===== config.mk =====
export PLATFORM = sky130hd
export DESIGN_NAME = uhcsr_regs
export DESIGN_NICKNAME = d
export VERILOG_FILES = /design/src/hw/uhcsr_pkg.sv /design/src/hw/uhcsr_regs.sv
export SDC_FILE = /design/constraint.sdc
export NUM_CORES = 1
export LEC_CHECK = 0
export BUFFER_PORTS_ARGS = -buffer_cell sky130_fd_sc_hd__buf_2
export CELL_PAD_IN_SITES_DETAIL_PLACEMENT = 0
export CELL_PAD_IN_SITES_GLOBAL_PLACEMENT = 1
export CORE_MARGIN = 1
export CORE_UTILIZATION = 37
export DETAILED_ROUTE_END_ITERATION = 8
export PLACE_DENSITY_LB_ADDON = 0.1
export SLEW_MARGIN = 0
export SYNTH_ARGS = -nofsm -noshare
export SYNTH_HDL_FRONTEND = slang
export SYNTH_SLANG_ARGS = --single-unit

===== constraint.sdc =====
create_clock -name mclk -period 3.6 [get_ports mclk]
set_input_delay 0.18 -clock mclk [delete_from_list [all_inputs] [get_ports mclk]]
set_output_delay 0.18 -clock mclk [all_outputs]
set_load 0.02 [all_outputs]

===== src/hw/uhcsr_pkg.sv =====
// constants, field layouts and carrier types of the host controller control/status bank
package uhcsr_pkg;

  // byte offsets of the bank's registers
  localparam logic [7:0] UHCSR_OFS_MODE   = 8'h04;
  localparam logic [7:0] UHCSR_OFS_CMD    = 8'h08;
  localparam logic [7:0] UHCSR_OFS_FLAGS  = 8'h0c;
  localparam logic [7:0] UHCSR_OFS_ENSET  = 8'h10;
  localparam logic [7:0] UHCSR_OFS_ENCLR  = 8'h14;

  // operating_mode field positions
  localparam int UHCSR_MODE_W       = 11;
  localparam int UHCSR_POS_RATIO    = 0;
  localparam int UHCSR_POS_PERIODIC = 2;
  localparam int UHCSR_POS_ISO      = 3;
  localparam int UHCSR_POS_CONTROL  = 4;
  localparam int UHCSR_POS_BULK     = 5;
  localparam int UHCSR_POS_STATE    = 6;
  localparam int UHCSR_POS_ROUTING  = 8;
  localparam int UHCSR_POS_WAKE_ATT = 9;
  localparam int UHCSR_POS_WAKE_EN  = 10;

  // functional_state encodings
  localparam logic [1:0] UHCSR_STATE_BUS_RESET  = 2'h0;
  localparam logic [1:0] UHCSR_STATE_BUS_RESUME = 2'h1;
  localparam logic [1:0] UHCSR_STATE_RUNNING    = 2'h2;
  localparam logic [1:0] UHCSR_STATE_SUSPENDED  = 2'h3;

  // command_and_status field positions
  localparam int UHCSR_CMD_W       = 4;
  localparam int UHCSR_POS_CTRL_RST = 0;
  localparam int UHCSR_POS_CTRL_FILLED = 1;
  localparam int UHCSR_POS_BULK_FILLED = 2;
  localparam int UHCSR_POS_OWN_REQ  = 3;
  localparam int UHCSR_POS_SOC      = 16;

  // event bits; index 7 of the internal vector is the ownership change event
  localparam int UHCSR_EV_W      = 8;
  localparam int UHCSR_EV_LOW_W  = 7;
  localparam int UHCSR_POS_EV_OWN = 31;
  localparam int UHCSR_POS_EN_OWN = 30;
  localparam int UHCSR_POS_GATE  = 31;

  // reset values
  localparam logic [UHCSR_MODE_W-1:0] UHCSR_MODE_RST = 11'h001;
  localparam logic [UHCSR_CMD_W-1:0]  UHCSR_CMD_RST  = 4'h0;
  localparam logic [1:0]              UHCSR_SOC_RST  = 2'h0;
  localparam logic [UHCSR_EV_W-1:0]   UHCSR_EV_RST   = 8'h00;

  // mode fields only the driver may change, and the implemented enable bits
  localparam logic [UHCSR_MODE_W-1:0] UHCSR_MODE_DRV_ONLY = 11'h53f;
  localparam logic [31:0]             UHCSR_EN_MAP        = 32'hc000007f;

  // operating_mode laid out so that bit 0 of the struct is register bit 0
  typedef struct packed {
    logic       remote_wakeup_allowed;
    logic       remote_wakeup_attached;
    logic       interrupt_routing;
    logic [1:0] functional_state;
    logic       bulk_list_on;
    logic       control_list_on;
    logic       isochronous_on;
    logic       periodic_list_on;
    logic [1:0] list_service_ratio;
  } uhcsr_mode_s;

  // updates driven by the list-processing engine
  typedef struct packed {
    logic       state_wr;
    logic [1:0] state_val;
    logic       wake_att_wr;
    logic       wake_att_val;
    logic [3:0] cmd_clr;
    logic       soc_wr;
    logic [1:0] soc_val;
  } uhcsr_hc_upd_s;

endpackage


===== src/hw/uhcsr_regs.sv =====
// control, command/status and interrupt registers of the usb host controller
`timescale 1ns/100ps

module uhcsr_regs
  import uhcsr_pkg::*;
(
  input  wire logic                    mclk,
  input  wire logic                    rst,
  input  wire logic                    ce,
  input  wire logic [7:0]              reg_addr,
  input  wire logic                    reg_wr,
  input  wire logic                    reg_rd,
  input  wire logic [31:0]             reg_wdata,
  output logic      [31:0]             reg_rdata,
  output logic                         reg_rvalid,
  input  wire uhcsr_hc_upd_s           hc_upd,
  input  wire logic [UHCSR_EV_W-1:0]   hc_event,
  output uhcsr_mode_s                  mode,
  output logic      [UHCSR_CMD_W-1:0]  cmd,
  output logic      [1:0]              overrun_count,
  output logic                         irq
);

  uhcsr_mode_s               mode_q;
  logic [UHCSR_CMD_W-1:0]    cmd_q;
  logic [1:0]                soc_q;
  logic [UHCSR_EV_W-1:0]     flags_q;
  logic [UHCSR_EV_W-1:0]     en_q;
  logic                      gate_q;
  logic                      irq_q;
  logic [31:0]               rdata_q;
  logic                      rvalid_q;
  logic                      wr_mode;
  logic                      wr_cmd;
  logic                      wr_flags;
  logic                      wr_enset;
  logic                      wr_enclr;
  logic [UHCSR_EV_W-1:0]     wev;
  logic [31:0]               mode_word;
  logic [31:0]               cmd_word;
  logic [31:0]               flags_word;
  logic [31:0]               en_word;

  ////////////////////////////////////////////////////////////////////////////
  // address decode; every strobe already carries the clock enable
  assign wr_mode  = ce && reg_wr && (reg_addr == UHCSR_OFS_MODE);
  assign wr_cmd   = ce && reg_wr && (reg_addr == UHCSR_OFS_CMD);
  assign wr_flags = ce && reg_wr && (reg_addr == UHCSR_OFS_FLAGS);
  assign wr_enset = ce && reg_wr && (reg_addr == UHCSR_OFS_ENSET);
  assign wr_enclr = ce && reg_wr && (reg_addr == UHCSR_OFS_ENCLR);

  // write data folded onto the internal event vector, ownership change at 7
  assign wev = {reg_wdata[UHCSR_POS_EV_OWN], reg_wdata[UHCSR_EV_LOW_W-1:0]};

  ////////////////////////////////////////////////////////////////////////////
  // read views; bits not listed read as zero
  assign mode_word  = {21'h000000, mode_q};
  assign cmd_word   = {14'h0000, soc_q, 12'h000, cmd_q};
  assign flags_word = {flags_q[7], 24'h000000, flags_q[6:0]};
  assign en_word    = {gate_q, en_q[7], 23'h000000, en_q[6:0]};

  ////////////////////////////////////////////////////////////////////////////
  // operating mode: the engine may only touch state and wakeup-attached,
  // and its update wins a same-cycle driver write to those two fields
  always_ff @(posedge mclk or posedge rst)
  begin
    if (rst)
    begin
      mode_q <= UHCSR_MODE_RST;
    end
    else if (ce)
    begin
      if (wr_mode)
      begin
        mode_q <= uhcsr_mode_s'(reg_wdata[UHCSR_MODE_W-1:0]);
      end
      if (hc_upd.state_wr)
      begin
        mode_q.functional_state <= hc_upd.state_val;
      end
      if (hc_upd.wake_att_wr)
      begin
        mode_q.remote_wakeup_attached <= hc_upd.wake_att_val;
      end
    end
  end

  ////////////////////////////////////////////////////////////////////////////
  // command bits: driver ones set, engine clears; a set beats a clear
  always_ff @(posedge mclk or posedge rst)
  begin
    if (rst)
    begin
      cmd_q <= UHCSR_CMD_RST;
    end
    else if (ce)
    begin
      cmd_q <= (cmd_q & ~hc_upd.cmd_clr)
               | (wr_cmd ? reg_wdata[UHCSR_CMD_W-1:0] : 4'h0);
    end
  end

  // overrun count belongs to the engine; driver writes never reach it
  always_ff @(posedge mclk or posedge rst)
  begin
    if (rst)
    begin
      soc_q <= UHCSR_SOC_RST;
    end
    else if (ce && hc_upd.soc_wr)
    begin
      soc_q <= hc_upd.soc_val;
    end
  end

  ////////////////////////////////////////////////////////////////////////////
  // event flags, one per bit: an event in the same cycle as a clearing
  // write keeps the flag set so it is never lost
  for (genvar i = 0; i < UHCSR_EV_W; i++)
  begin : g_flag
    always_ff @(posedge mclk or posedge rst)
    begin
      if (rst)
      begin
        flags_q[i] <= UHCSR_EV_RST[i];
      end
      else if (ce)
      begin
        if (hc_event[i])
        begin
          flags_q[i] <= 1'b1;
        end
        else if (wr_flags && wev[i])
        begin
          flags_q[i] <= 1'b0;
        end
      end
    end
  end

  ////////////////////////////////////////////////////////////////////////////
  // enables: the set register writes ones in, the disable register takes
  // them out; a one on both in one cycle cannot happen as they share a bus
  always_ff @(posedge mclk or posedge rst)
  begin
    if (rst)
    begin
      en_q   <= UHCSR_EV_RST;
      gate_q <= 1'b0;
    end
    else if (ce)
    begin
      if (wr_enset)
      begin
        en_q   <= en_q | {reg_wdata[UHCSR_POS_EN_OWN], reg_wdata[UHCSR_EV_LOW_W-1:0]};
        gate_q <= gate_q | reg_wdata[UHCSR_POS_GATE];
      end
      else if (wr_enclr)
      begin
        en_q   <= en_q & ~{reg_wdata[UHCSR_POS_EN_OWN], reg_wdata[UHCSR_EV_LOW_W-1:0]};
        gate_q <= gate_q & ~reg_wdata[UHCSR_POS_GATE];
      end
    end
  end

  ////////////////////////////////////////////////////////////////////////////
  // interrupt request, registered so the pin is glitch free; it follows
  // the flags one cycle later
  always_ff @(posedge mclk or posedge rst)
  begin
    if (rst)
    begin
      irq_q <= 1'b0;
    end
    else if (ce)
    begin
      irq_q <= gate_q && ((flags_q & en_q) != 8'h00);
    end
  end

  ////////////////////////////////////////////////////////////////////////////
  // read port: data and valid one cycle after the read strobe;
  // unmapped offsets answer zero
  always_ff @(posedge mclk or posedge rst)
  begin
    if (rst)
    begin
      rdata_q  <= 32'h00000000;
      rvalid_q <= 1'b0;
    end
    else if (ce)
    begin
      rvalid_q <= reg_rd;
      if (reg_rd)
      begin
        unique case (reg_addr)
          UHCSR_OFS_MODE:  rdata_q <= mode_word;
          UHCSR_OFS_CMD:   rdata_q <= cmd_word;
          UHCSR_OFS_FLAGS: rdata_q <= flags_word;
          UHCSR_OFS_ENSET: rdata_q <= en_word;
          UHCSR_OFS_ENCLR: rdata_q <= en_word;
          default:         rdata_q <= 32'h00000000;
        endcase
      end
    end
  end

  ////////////////////////////////////////////////////////////////////////////
  // outputs straight from registers
  assign mode          = mode_q;
  assign cmd           = cmd_q;
  assign overrun_count = soc_q;
  assign irq           = irq_q;
  assign reg_rdata     = rdata_q;
  assign reg_rvalid    = rvalid_q;
endmodule


==> metrics.md, run 1 <==
| Metric | Value |
|---|---|
| Status | finished, violations left |
| Postcts setup bufs | 0 |
| CP Max Fanout | 8 |
| CTS clk-pin slew, worst paths | 0.10 ns |
| Post-synth top area cell | dfrtp_1 |
| Source of the critical timing path | reg_addr[1] |
| Post-synth EDFFs | 0 |
| RR Endpoint | reg_rdata[0] |
| Worst Skew | 0.00958 ns |
| 1st-pass router iterations | 7 |
| Vias in the first global route | 1971 |
| Worst slack at placement | 1.32 ns |
| Die area | 0.00712 mm2 |
| Resized cells post-CTS | 0 |
| Setup tns final | 0 ns |
| Max VDD drop | 0.150 mV |
| Worst-Margin Slew | 0.794 ns |
| Mapped cell area | 0.00251 mm2 |
| Clock root cell | clkbuf_8 |
| Fin crit period | 1.91 ns |
| Area grow syn2layout | 20.1% |
| Total CTS buffers | 5 |
| Max frequency | 524 MHz |
| Mean area per synthesized cell | 10.3 um2 |
| Slew HR | 47.0% |
| Failing checks | DRC |
| Initial DRC Count | 69 |
| Antenna Cells | 0 |
| Total grt overflow | 0 |
| CORE AREA | 0.00646 mm2 |
| Die H | 84.4 um |
| Post-route cell area | 0.00302 mm2 |
| Global-route wire length before repair | 10.1 mm |
| FP Rows | 29 |
| RSZ-0062 raised after global routing | false |
| Synth area leaders | dfrtp_1 50%, nand2_1 6.7%, buf_4 5.1%, a22o_1 4.2%, mux2_2 4.0% |
| Slew Viols, Final | 0 |
| Yosys warning count | 0 |
| Register area share after synthesis | 50.8% |
| Required @ worst endpoint | 3.85 ns |
| R2R depth | 3 |
| Number of H-tree levels | 2 |
| Hold Startpoint | hc_upd[0] |
| Antenna violation net count after detailed routing | 0 |
| Async S/R FF share, synth | 100% |
| Max-Cap Viols | 0 |
| Avg WL per Cell | 15.8 um |
| Net count, final | 389 |
| R2R Setup Slk | 2.36 ns |
| DR vias | 2004 |
| # IOs | 116 |
| Post-Route WL | 6.36 mm |
| Worst-Skew Late Latency | 0.31 ns |
| Die width | 84.4 um |
| Hold crit path type | primary input to flip-flop |
| HPWL after DPL | 4.50 mm |
| Leak Pwr | 1.60 nW |
| Vias per cell | 4.99 |
| Synthesis-stage register bit count | 51 |
| Initial antenna violation count | 0 |
| Buffers on Ports | 79 |
| WHS | 0.0922 ns |
| Critical R2R Launch | flags_q[0] |
| Cell Count, Final, Fillers Out | 402 |
| Cell total after placement | 393 |
| Final-report hold violation count | 0 |
| FF+latch area | 0.00128 mm2 |
| Final worst slack | 1.69 ns |
| Synth top area share | 49.8% |
| Commonest cells after routing, fill and taps aside | 79 x buf_2, 50 x dfrtp_1, 45 x nand2_1, 17 x conb_1, 12 x a22o_1 |
| Drt drc | 8 |
| Setup crit end | cmd[3] |
| Cells after Synth | 243 |
| CTS tree | done |
| CP startpoint kind | primary input |
| P per Cell Area | 370 mW/mm2 |
| Largest net degree at the start of global routing | 31 |
| Crit. End Element | flip-flop |
| Area occupied by multi-input gates | 0.00105 mm2 |
| Ys flop type | dfrtp_1 |
| Kind of critical path | primary input to flip-flop |
| Final RePlAce weighted congestion | 0.743 |
| Power, Total | 1.12 mW |
| # clock sinks | 51 |
| Starting Density | 38.9% |
| Clock buffer depth | 2 |
| Layout cells sized above 1 | 36.0% |
| Fin util | 46.7% |
| Fillers | 660 |
| Synth unique cells | 36 |
| Post-DP Area | 0.00293 mm2 |
| Gr usage total | 18.5% |
| Final period util | 53.0% |
| Most common cell after layout, fill and taps aside | buf_2 |
| Arrival time worst endpoint | 2.16 ns |
| Final setup viols | 0 |
power by group:
group          leakage, nW  internal, mW  total [mW]  switching [mW]
logic                0.951        0.0633       0.174           0.111
registers            0.610         0.597       0.614          0.0166
clock network       0.0422         0.137       0.327           0.190
synth_stat cells (5+ instances only):
library cell	number
nor3_1	7
inv_1	12
clkbuf_1	8
dfrtp_1	50
a211oi_1	7
mux2i_1	6
nor2_1	11
nand2_1	45
mux2_4	5
buf_4	17
a221oi_1	8
nand3_1	10
a22o_1	12
mux2_2	9
worst min-delay path by stage:
stage | end | slack (ns) | cells past startpoint
floorplan | flip-flop | 0.28 | 1
global placement | overrun_count[1] | 0.22 | 2
detailed placement | reg_rdata[17] | 0.23 | 2
CTS | overrun_count[0] | 0.09 | 2
global route | mode[10] | 0.08 | 2
finish | overrun_count[0] | 0.09 | 2
area by class of cell:
type / count / area share [%]
inverter: 12 / 1.49
clock inverter: 1 / 0.166
tap: 77 / 3.19
clock buffer: 7 / 2.53
timing repair buffer: 88 / 15.4
sequential: 51 / 42.3
multi-input combinational: 166 / 34.9
per-layer routing:
metal	up-vias	GRT usage [%]	wire length, um
met2	67	31.7	3120
li1	983	-	-
met5	-	0	0
met4	0	4.16	54
met1	949	24.5	2880
met3	5	3.74	304
worst max-delay path: stages:
cell     delay [ns]
buf_2          0.10
or4_4          0.60
nor3_1         0.20
buf_4          0.17
nor3b_1        0.66
a22o_1         0.25
cell families after synthesis:
family / synth area share, %
and+or+nand+nor: 16.0
muxes: 9.41
AOI/OAI and AO/OA: 13.7
DFF: 50.8
buffers and inverters: 9.91
other: 0.149
repair_timing:
item | 4_1_cts | 5_1_grt
hold buffers | 1 | 0
endpoints found under the setup margin | 0 | 0
hold endpoints to repair | 21 | 0
Note: power is estimated with default switching activity, not from simulation.
==> inputs of run 2 (changes only) <==
Settings changed: CORE_UTILIZATION 37 to 31.
Clock period 3.6 ns to 1.73 ns, I/O delays scaled along.
==> run 2 against run 1 <==
Effect of this change: design area grew 4.7%; first-iteration DRC count grew 10%; critical endpoint is now mode[6]; wire length grew 5.9%; via count grew 3.2%; clock power grew 120%; critical path depth shrank 1; clock skew shrank 0.00085 ns; combinational power grew 120%; core utilization shrank 6.0 points; the flow now finishes without violations.
==> metrics.md, run 2 (synthesis gave the netlist of run 1 again) <==
| Metric | Value |
|---|---|
| Layout cells sized above 1 | 38.6% |
| Arrival time worst endpoint | 1.74 ns |
| Final setup viols | 0 |
| Kind of critical path | primary input to flip-flop |
| Total grt overflow | 0 |
| Max VDD drop | 0.315 mV |
| Slew HR | 41.3% |
| Die area | 0.00847 mm2 |
| Post-Route WL | 6.73 mm |
| Critical R2R Launch | flags_q[1] |
| CORE AREA | 0.00777 mm2 |
| Required @ worst endpoint | 1.96 ns |
| Total CTS buffers | 5 |
| Worst-Skew Late Latency | 0.30 ns |
| Largest net degree at the start of global routing | 34 |
| Buffers on Ports | 79 |
| Die H | 92.0 um |
| Drt drc | 0 |
| Global-route wire length before repair | 10.7 mm |
| Antenna Cells | 0 |
| Hold Startpoint | hc_upd[0] |
| RSZ-0062 raised after global routing | false |
| Gr usage total | 16.5% |
| # IOs | 116 |
| CP startpoint kind | primary input |
| Final worst slack | 0.213 ns |
| Initial DRC Count | 76 |
| Vias in the first global route | 1992 |
| Status | completed |
| Avg WL per Cell | 15.3 um |
| Net count, final | 401 |
| DR vias | 2068 |
| P per Cell Area | 752 mW/mm2 |
| Hold crit path type | primary input to flip-flop |
| Power, Total | 2.38 mW |
| Starting Density | 32.3% |
| CTS tree | done |
| Worst-Margin Slew | 0.873 ns |
| # clock sinks | 51 |
| Area grow syn2layout | 25.8% |
| Leak Pwr | 1.68 nW |
| Postcts setup bufs | 0 |
| Final RePlAce weighted congestion | 0.724 |
| Source of the critical timing path | reg_addr[1] |
| 1st-pass router iterations | 7 |
| Clock root cell | clkbuf_8 |
| Final-report hold violation count | 0 |
| Antenna violation net count after detailed routing | 0 |
| Fin crit period | 1.52 ns |
| Worst Skew | 0.00873 ns |
| Crit. End Element | flip-flop |
| WHS | 0.00765 ns |
| Max frequency | 659 MHz |
| Number of H-tree levels | 2 |
| Commonest cells after routing, fill and taps aside | 79 x buf_2, 50 x dfrtp_1, 45 x nand2_1, 19 x buf_4, 17 x conb_1 |
| Die width | 92.0 um |
| Initial antenna violation count | 0 |
| CTS clk-pin slew, worst paths | 0.10 ns |
| Worst slack at placement | -0.106 ns |
| Slew Viols, Final | 0 |
| Max-Cap Viols | 0 |
| Vias per cell | 4.71 |
| FP Rows | 32 |
| Final period util | 87.7% |
| CP Max Fanout | 14 |
| Clock buffer depth | 2 |
| HPWL after DPL | 5.11 mm |
| Most common cell after layout, fill and taps aside | buf_2 |
| R2R Setup Slk | 0.34 ns |
==> run 2: changes by cell type in the layout (fill, tap and decap cells not counted), sizes merged <==
cell	previous run	this run
buf	87	99
==> run 2: worst paths after layout <==
kind | to | cells past startpoint
worst max-delay path | mode[6] | 5
worst min-delay path | overrun_count[0] | 2
worst max register to register | reg_rdata[1] | 3
worst min register to register | reg_rdata[7] | 2
max in group asynchronous | mode[0] | 4
min in group asynchronous | overrun_count[0] | 3
==> run 2: area by class of cell <==
| cell class | instances | area, um2 |
|---|---|---|
| timing repair buffer | 100 | 568 |
| clock buffer | 7 | 86.3 |
| tap | 102 | 128 |
| inverter | 12 | 45.0 |
| clock inverter | 1 | 5.00 |
| sequential | 51 | 1280 |
| multi-input combinational | 166 | 1050 |
| fill | 820 | 4610 |
==> run 2: repair_timing <==
| item | CTS | global route |
|---|---|---|
| hold buffers | 1 | 0 |
| gates resized for setup | 0 | 0 |
| hold endpoints to repair | 18 | 0 |
==> run 2: layer usage <==
metal / GRT usage [%] / share of wire, % / wire [um] / up-vias
li1: - / - / - / 1003
met1: 24.1 / 50 / 3350 / 987
met2: 25.2 / 44 / 2990 / 73
met3: 2.99 / 4.9 / 332 / 5
met4: 4.30 / 1.1 / 71 / 0
met5: 0 / 0 / 0 / -
==> run 2: stage by stage <==
step / cells / instance area [um2] / util (%) / setup TNS (ns)
after global placement: 430 / 3060 / 39.4 / -1.83
after floorplan: 259 / 2580 / - / -0.964
final: 439 / 3160 / 40.7 / 0
after global routing: 439 / 3160 / 40.7 / 0
after CTS: 439 / 3160 / 40.7 / 0
after detailed placement: 430 / 3060 / 39.4 / -1.94
==> run 2: where the power goes <==
part / internal (mW) / switching, mW / total [mW]
registers: 1.24 / 0.0350 / 1.28
logic: 0.142 / 0.240 / 0.383
clock network: 0.324 / 0.393 / 0.717
total: 1.71 / 0.668 / 2.38
==> run 2: worst max-delay path, cell delays in order <==
cell and delay, ns:
buf_2 0.09, or4_4 0.53, or4_4 0.64, and3b_1 0.22, nor3_1 0.17
